## config.mk

```make
export PLATFORM = sky130hd
export DESIGN_NAME = module_power_on_sequencer
export DESIGN_NICKNAME = d
export VERILOG_FILES = /design/src/rtl/pwr_seq_pkg.sv /design/src/rtl/key_filter.sv /design/src/rtl/module_power_on_sequencer.sv
export VERILOG_INCLUDE_DIRS = /design/src /design/src/rtl
export SDC_FILE = /design/constraint.sdc
export NUM_CORES = 1
export LEC_CHECK = 0
export ABC_AREA = 1
export BUFFER_PORTS_ARGS = -buffer_cell sky130_fd_sc_hd__buf_2
export CELL_PAD_IN_SITES_DETAIL_PLACEMENT = 0
export CELL_PAD_IN_SITES_GLOBAL_PLACEMENT = 1
export CORE_MARGIN = 3
export CORE_UTILIZATION = 51
export DETAILED_ROUTE_END_ITERATION = 10
export MAX_ROUTING_LAYER = met4
export PLACE_DENSITY_LB_ADDON = 0.1
export SLEW_MARGIN = 20
export SYNTH_ARGS = -nofsm -noshare
export SYNTH_HDL_FRONTEND = slang
export SYNTH_SLANG_ARGS = --single-unit
```

## constraint.sdc

```tcl
create_clock -name mclk -period 5.5 [get_ports mclk]
set_input_delay 1.1 -clock mclk [delete_from_list [all_inputs] [get_ports mclk]]
set_output_delay 1.1 -clock mclk [all_outputs]
set_load 0.02 [all_outputs]
```

## src/rtl/pwr_seq_cfg.svh

```systemverilog
// timing constants and pin defaults for the power-on sequencer
`ifndef PWR_SEQ_CFG_SVH
`define PWR_SEQ_CFG_SVH
`define CLK_FREQ_HZ 100000000
`define KEY_HOLD_MS 1000
`define KEY_HOLD_CYC ((`CLK_FREQ_HZ / 1000) * `KEY_HOLD_MS)
`define OPER_DELAY_MS 20000
`define OPER_DELAY_CYC ((`CLK_FREQ_HZ / 1000) * `OPER_DELAY_MS)
`define PAD_CFG_MS 10
`define PAD_CFG_CYC ((`CLK_FREQ_HZ / 1000) * `PAD_CFG_MS)
`define OFF_KEY_HOLD_MS 2500
`define OFF_KEY_HOLD_CYC ((`CLK_FREQ_HZ / 1000) * `OFF_KEY_HOLD_MS)
`define FINAL_MS 15000
`define FINAL_CYC ((`CLK_FREQ_HZ / 1000) * `FINAL_MS)
`define GPIO8_SW_READY_DEFAULT 1'b1
`define CNT_W 32
`endif

```

## src/rtl/pwr_seq_pkg.sv

```systemverilog
// types for the power-on sequencer
package pwr_seq_pkg;
    typedef enum logic [2:0] {
        ST_OFF,
        ST_PAD_INIT,
        ST_SW_INIT,
        ST_ACTIVE,
        ST_FINAL
    } seq_state_t;
endpackage

```

## src/rtl/key_filter.sv

```systemverilog
// synchroniser and low-pulse length measurement for the power key pad
`timescale 1ns/10ps
module key_filter (
    input wire logic mclk, // system clock
    input wire logic nrst, // async reset, active low
    input wire logic key_n_in, // raw power key pad level
    input wire logic [31:0] hold_on_cyc, // hold for power-on
    input wire logic [31:0] hold_off_cyc, // hold for power-off
    output logic on_pulse, // one cycle: valid on pulse released
    output logic off_pulse // one cycle: valid off pulse released
);
    logic s1_q;
    logic s2_q;
    logic [31:0] cnt_q;

    // two flops before any logic; s1 read only by s2
    always_ff @(posedge mclk or negedge nrst) begin
        if (!nrst) begin
            s1_q <= 1'b1;
            s2_q <= 1'b1;
        end else begin
            s1_q <= key_n_in;
            s2_q <= s1_q;
        end
    end

    // low time counted; judged on release so the host must let go
    always_ff @(posedge mclk or negedge nrst) begin
        if (!nrst) begin
            cnt_q <= 32'h0;
            on_pulse <= 1'b0;
            off_pulse <= 1'b0;
        end else begin
            on_pulse <= s2_q && (cnt_q >= hold_on_cyc);
            off_pulse <= s2_q && (cnt_q >= hold_off_cyc);
            if (s2_q)
                cnt_q <= 32'h0;
            else if (cnt_q != 32'hffffffff)
                cnt_q <= cnt_q + 32'h1;
        end
    end
endmodule // key_filter

```

## src/rtl/module_power_on_sequencer.sv

```systemverilog
// device-side power-on sequencer: power key in, status lines out
// Overview of operation
// - after valid pulse run init sequence; module inaccessible until done
// - module never operational earlier than twenty seconds after key assertion
// - software-ready appears on general-purpose pin eight by default
// - software-ready goes high only when fully on and accepting commands
// - power-monitor rises only after every pad is configured
// - power-monitor goes low once the module is fully powered off
// - names ending in hash or _n are active low for both sides
`timescale 1ns/10ps
`include "pwr_seq_cfg.svh"
module module_power_on_sequencer #(
    parameter logic [31:0] KEY_HOLD_CYC = 32'(`KEY_HOLD_CYC),
    parameter logic [31:0] OPER_DELAY_CYC = 32'(`OPER_DELAY_CYC),
    parameter logic [31:0] PAD_CFG_CYC = 32'(`PAD_CFG_CYC),
    parameter logic [31:0] OFF_KEY_HOLD_CYC = 32'(`OFF_KEY_HOLD_CYC),
    parameter logic [31:0] FINAL_CYC = 32'(`FINAL_CYC)
) (
    input wire logic mclk, // system clock, 100 MHz
    input wire logic nrst, // async reset, active low
    input wire logic power_key_n_in, // power key pad level
    output logic power_key_n_out, // pad drive value, always low when driven
    output logic power_key_n_oe, // pad drive enable, never set
    input wire logic gpio8_alt_sel, // reconfigures pin eight away from ready
    input wire logic gpio8_alt_val, // pin eight value when reconfigured
    output logic gpio8_out, // general-purpose pin eight
    output logic software_ready, // high once commands are accepted
    output logic power_monitor, // high once pads configured, low when off
    output logic host_access_en // host interfaces open
);
    // measured key pulses from the synchronised pad
    logic on_pulse;
    logic off_pulse;

    // sequencer state
    pwr_seq_pkg::seq_state_t state_q;
    pwr_seq_pkg::seq_state_t state_d;

    // cycles spent in the present state
    logic [31:0] phase_cnt_q;
    logic [31:0] phase_cnt_d;

    // cycles since the accepted power-on pulse
    logic [31:0] boot_cnt_q;
    logic [31:0] boot_cnt_d;

    // state exit conditions
    logic start_req;
    logic stop_req;
    logic pads_done;
    logic boot_done;
    logic final_done;

    // registered pin and status values
    logic ready_q;
    logic ready_d;
    logic monitor_q;
    logic monitor_d;
    logic access_q;
    logic access_d;
    logic gpio8_q;
    logic gpio8_d;
    logic key_out_q;
    logic key_oe_q;

    key_filter u_key_filter (
        .mclk(mclk),
        .nrst(nrst),
        .key_n_in(power_key_n_in),
        .hold_on_cyc(KEY_HOLD_CYC),
        .hold_off_cyc(OFF_KEY_HOLD_CYC),
        .on_pulse(on_pulse),
        .off_pulse(off_pulse)
    );

    // a press only counts as a start while fully off
    assign start_req = on_pulse && (state_q == pwr_seq_pkg::ST_OFF);
    assign stop_req = off_pulse && (state_q == pwr_seq_pkg::ST_ACTIVE);
    assign pads_done = (phase_cnt_q >= PAD_CFG_CYC);
    // counted from release, not press: errs late, never early
    assign boot_done = (boot_cnt_q >= OPER_DELAY_CYC);
    assign final_done = (phase_cnt_q >= FINAL_CYC);

    always_comb begin
        state_d = state_q;
        case (state_q)
            pwr_seq_pkg::ST_OFF: begin
                if (start_req) begin
                    state_d = pwr_seq_pkg::ST_PAD_INIT;
                end
            end
            pwr_seq_pkg::ST_PAD_INIT: begin
                if (pads_done) begin
                    state_d = pwr_seq_pkg::ST_SW_INIT;
                end
            end
            pwr_seq_pkg::ST_SW_INIT: begin
                if (boot_done) begin
                    state_d = pwr_seq_pkg::ST_ACTIVE;
                end
            end
            pwr_seq_pkg::ST_ACTIVE: begin
                if (stop_req) begin
                    state_d = pwr_seq_pkg::ST_FINAL;
                end
            end
            pwr_seq_pkg::ST_FINAL: begin
                if (final_done) begin
                    state_d = pwr_seq_pkg::ST_OFF;
                end
            end
            default: begin
                state_d = pwr_seq_pkg::ST_OFF;
            end
        endcase
    end

    always_ff @(posedge mclk or negedge nrst) begin
        if (!nrst) begin
            state_q <= pwr_seq_pkg::ST_OFF;
        end else begin
            state_q <= state_d;
        end
    end

    // phase counter restarts on every state change and saturates
    always_comb begin
        if (state_d != state_q) begin
            phase_cnt_d = 32'h0;
        end else if (phase_cnt_q != 32'hffffffff) begin
            phase_cnt_d = phase_cnt_q + 32'h1;
        end else begin
            phase_cnt_d = phase_cnt_q;
        end
    end

    always_ff @(posedge mclk or negedge nrst) begin
        if (!nrst) begin
            phase_cnt_q <= 32'h0;
        end else begin
            phase_cnt_q <= phase_cnt_d;
        end
    end

    // boot counter spans both init phases, so pad time is not added on top
    always_comb begin
        if (start_req) begin
            boot_cnt_d = 32'h0;
        end else if (boot_cnt_q != 32'hffffffff) begin
            boot_cnt_d = boot_cnt_q + 32'h1;
        end else begin
            boot_cnt_d = boot_cnt_q;
        end
    end

    always_ff @(posedge mclk or negedge nrst) begin
        if (!nrst) begin
            boot_cnt_q <= 32'h0;
        end else begin
            boot_cnt_q <= boot_cnt_d;
        end
    end

    // status decoded from next state so each flop lines up with state_q
    always_comb begin
        ready_d = 1'b0;
        monitor_d = 1'b0;
        access_d = 1'b0;
        case (state_d)
            pwr_seq_pkg::ST_OFF: begin
                monitor_d = 1'b0;
            end
            pwr_seq_pkg::ST_PAD_INIT: begin
                monitor_d = 1'b0;
            end
            pwr_seq_pkg::ST_SW_INIT: begin
                monitor_d = 1'b1;
            end
            pwr_seq_pkg::ST_ACTIVE: begin
                ready_d = 1'b1;
                monitor_d = 1'b1;
                access_d = 1'b1;
            end
            pwr_seq_pkg::ST_FINAL: begin
                monitor_d = 1'b1;
            end
            default: begin
                monitor_d = 1'b0;
            end
        endcase
    end

    // pin eight carries ready unless reconfigured
    always_comb begin
        if (gpio8_alt_sel || !`GPIO8_SW_READY_DEFAULT) begin
            gpio8_d = gpio8_alt_val;
        end else begin
            gpio8_d = ready_d;
        end
    end

    always_ff @(posedge mclk or negedge nrst) begin
        if (!nrst) begin
            ready_q <= 1'b0;
        end else begin
            ready_q <= ready_d;
        end
    end

    always_ff @(posedge mclk or negedge nrst) begin
        if (!nrst) begin
            monitor_q <= 1'b0;
        end else begin
            monitor_q <= monitor_d;
        end
    end

    always_ff @(posedge mclk or negedge nrst) begin
        if (!nrst) begin
            access_q <= 1'b0;
        end else begin
            access_q <= access_d;
        end
    end

    always_ff @(posedge mclk or negedge nrst) begin
        if (!nrst) begin
            gpio8_q <= 1'b0;
        end else begin
            gpio8_q <= gpio8_d;
        end
    end

    // key pad is input only; the host pulls it low, never the module
    always_ff @(posedge mclk or negedge nrst) begin
        if (!nrst) begin
            key_out_q <= 1'b0;
            key_oe_q <= 1'b0;
        end else begin
            key_out_q <= 1'b0;
            key_oe_q <= 1'b0;
        end
    end

    assign software_ready = ready_q;
    assign power_monitor = monitor_q;
    assign host_access_en = access_q;
    assign gpio8_out = gpio8_q;
    assign power_key_n_out = key_out_q;
    assign power_key_n_oe = key_oe_q;
endmodule // module_power_on_sequencer

```

==> results_dict.tcl <==
set metrics [dict create \
    outcome "finished, final reports clean" \
    postRouteWirelength_mm 16.7 \
    grt_use_total 0.249 \
    worst_setup_path_endpoint "boot_cnt_q[31]" \
    cts_hold_repair.buffers 0 \
    core_area_um2 12800 \
    final_net_count 967 \
    maxCapViolations 0 \
    comb_power_share 0.020 \
    final_hold_viol_count 0 \
    synthFlopType "sky130_fd_sc_hd__dfrtp_1" \
    critical_r2r_launch "state_q[0]" \
    clockBufferDepth 2 \
    crit_path_max_fanout 34 \
    crit_path_end_kind "register" \
    drc_errors 0 \
    async_flop_share 1.00 \
    cp_data_arrival_time_ps 2900 \
    r2r_slack_ps 2800 \
    unrepaired_setup_endpoints_after_global_routing "no" \
    die-height_um 121 \
    tns_ps 0 \
    multi_input_logic_area_um2 3510 \
    layout.cells.most_common_list "233 x sky130_fd_sc_hd__nand2_1, 122 x sky130_fd_sc_hd__nor2_1, 121 x sky130_fd_sc_hd__inv_1" \
    synthDistinctLibCells 44 \
    timing.clock.skew_ps 8.56 \
    detail_route.iter0.violations 513 \
    wl_met3_um 812 \
    io_pins 11 \
    final_slew_viol_count 0 \
    gpl.final_weighted_congestion 0.897 \
    netSwitchingFraction 0.236 \
    synthesis.instances 952 \
    floorplan.initialDensity 0.529 \
    antenna_violating_nets_remaining 0 \
    vias_in_the_first_global_route 5885 \
    crit_start "state_q[0]" \
    max_freq_mhz 371 \
    met2RoutedLength_mm 7.66 \
    synthesis.area_per_instance_um2 7.09 \
    die_area_um2 14700 \
    flow.area_growth_from_synthesis_pct 6.30 \
    ff_latch_area_um2 2660 \
    routed-via-count 6198 \
    clk_pin_slew_worst_paths_ps 70 \
    synth-seq-cells 106 \
    numCtsBuffers 9 \
    worst_skew_pair.late_latency_ps 360 \
    layout_commonest_cell "sky130_fd_sc_hd__nand2_1" \
    cts_post_setup_buffers_inserted 0 \
    finalSetupViolCount 0 \
    peakVddDrop_v 0.000229 \
    diodes 0 \
    grt.overflow.total 0 \
    synth-seq-area-share 0.393 \
    timing.hold.worst.class "register to register" \
    p_leak_nw 3.17 \
    worst_setup_path_start_kind "register" \
    clock-sinks 106 \
    number_of_i_o_port_buffers 8 \
    grt_first_pass_wirelength_mm 28.4 \
    p_int_mw 1.10 \
    power_density_nw_per_um2 200 \
    worst-endpoint-required_ps 5700 \
    floorplan.die.width_um 121 \
    drt-pass1-iter-count 5 \
    reg2regPathDepth 6 \
    layout-drive-gt1-share 0.0884 \
    viasPerCell 5.47 \
    final.period_utilization 0.490 \
    post_route_met1_wirelength_mm 7.82 \
    rows 41 \
    cp_class "register to register" \
    yosysWarningCount 0 \
    routed_wire_length_per_instance_um 14.7 \
    cts_tree "done" \
    largest_net_degree_at_the_start_of_global_routing 71 \
    power.switching_mw 0.339 \
    antenna_found_initial 0 \
    regToRegEndpoint "boot_cnt_q[31]" \
    synth-edff-count 0 \
    share_seq_of_total_power 0.547 \
    cts_resized 0 \
    power_frac_clock 0.433 \
    top_layer_used "met4" \
    maxSlewHeadroom 0.366 \
    cts-htree-levels 3 \
    timing.final.crit_period_ps 2700 \
    dp.final_hpwl_mm 12.4 \
    num-fill-cells 1281 \
    worst_slew_pin_slew_ps 949 \
    clock_tree.root_cell "sky130_fd_sc_hd__clkbuf_16" \
    post-layout-total-power_mw 1.44 \
    post_synthesis_cell_area_um2 6750 \
]
routing by layer:
| metal | GRT usage | vias to the layer above |
|---|---|---|
| li1 | - | 3108 |
| met1 | 0.332 | 2892 |
| met5 | - | - |
| met2 | 0.381 | 163 |
| met3 | 0.0462 | 35 |
| met4 | 0.0885 | 0 |
cell usage after synthesis (14+ instances only):
| cell type | count | area, µm² |
|---|---|---|
| sky130_fd_sc_hd__inv_1 | 121 | 454 |
| sky130_fd_sc_hd__xor2_1 | 30 | 263 |
| sky130_fd_sc_hd__nor4_1 | 21 | 131 |
| sky130_fd_sc_hd__o21ai_0 | 40 | 200 |
| sky130_fd_sc_hd__nand3_1 | 65 | 325 |
| sky130_fd_sc_hd__o31ai_1 | 14 | 105 |
| sky130_fd_sc_hd__nor2_1 | 122 | 458 |
| sky130_fd_sc_hd__dfrtp_1 | 104 | 2600 |
| sky130_fd_sc_hd__a21oi_1 | 19 | 95.1 |
| sky130_fd_sc_hd__nor3_1 | 47 | 235 |
| sky130_fd_sc_hd__nor2_2 | 28 | 175 |
| sky130_fd_sc_hd__nand4_1 | 29 | 181 |
| sky130_fd_sc_hd__nand2_1 | 233 | 875 |
worst min path at each step:
stage / from / endpoint / slack [ps] / cells after the start
after detailed placement: u_key_filter.s1_q / u_key_filter.s2_q / 350 / 0
after global placement: u_key_filter.s1_q / u_key_filter.s2_q / 350 / 0
after CTS: u_key_filter.s1_q / u_key_filter.s2_q / 360 / 0
after floorplan: u_key_filter.s1_q / u_key_filter.s2_q / 350 / 0
final: u_key_filter.s1_q / u_key_filter.s2_q / 360 / 0
after global routing: u_key_filter.s1_q / u_key_filter.s2_q / 370 / 0
logic make-up (layout without fill, tap and decap cells):
family          Yosys count  in the layout  share of synthesized area
xor+xnor                 32             32                     0.0415
other cells               1              2                   0.000555
fa+ha+maj                 6              6                     0.0111
compound gates           86             86                     0.0734
simple gates            579            579                      0.392
buf+inv                 142            150                     0.0878
flops                   106            106                      0.393
power groups by stage:
| stage | combinational, mW | sequential (mW) | clock (mW) |
|---|---|---|---|
| after floorplan | 0.0107 | 0.800 | 0 |
| after global placement | 0.0292 | 0.801 | 0 |
| after detailed placement | 0.0301 | 0.801 | 0 |
| after CTS | 0.0302 | 0.786 | 0.642 |
| after global routing | 0.0341 | 0.786 | 0.671 |
| final | 0.0287 | 0.786 | 0.621 |
per-stage QoR:
stage                     cell area, µm²   util  instances  setup slack [ps]  hold WS, ps
after global routing                7180  0.562       1133              2450          367
after detailed placement            6900  0.540       1117              2760          347
after floorplan                     6760      -        953              3790          345
final                               7180  0.562       1133              2800          358
after CTS                           7180  0.562       1133              2780          358
after global placement              6900  0.540       1117              2920          348
layout make-up:
class | count | share of cell area
well taps | 172 | 0.0300
clock inverters | 7 | 0.00767
flip-flops and latches | 106 | 0.370
repair buffers | 9 | 0.00697
clock buffers | 9 | 0.0314
inverters | 125 | 0.0654
multi-input cells | 705 | 0.489
worst max-delay path: stages (launching register included):
cell,delay [ps]
sky130_fd_sc_hd__dfrtp_1,420
sky130_fd_sc_hd__inv_1,130
sky130_fd_sc_hd__nand2_1,140
sky130_fd_sc_hd__nor2_4,370
sky130_fd_sc_hd__clkinv_1,570
sky130_fd_sc_hd__nand3_2,710
sky130_fd_sc_hd__o21ai_0,190
state kept, by name, summed over array words and instances, names as in the netlist:
name	flops
u_key_filter.off_pulse	1
gpio8_out	1
power_monitor	1
host_access_en	1
u_key_filter.s2_q	1
u_key_filter.on_pulse	1
u_key_filter.cnt_q	32
u_key_filter.s1_q	1
state_q	3
phase_cnt_q	32
boot_cnt_q	32
(Power assumes the default switching activity.)
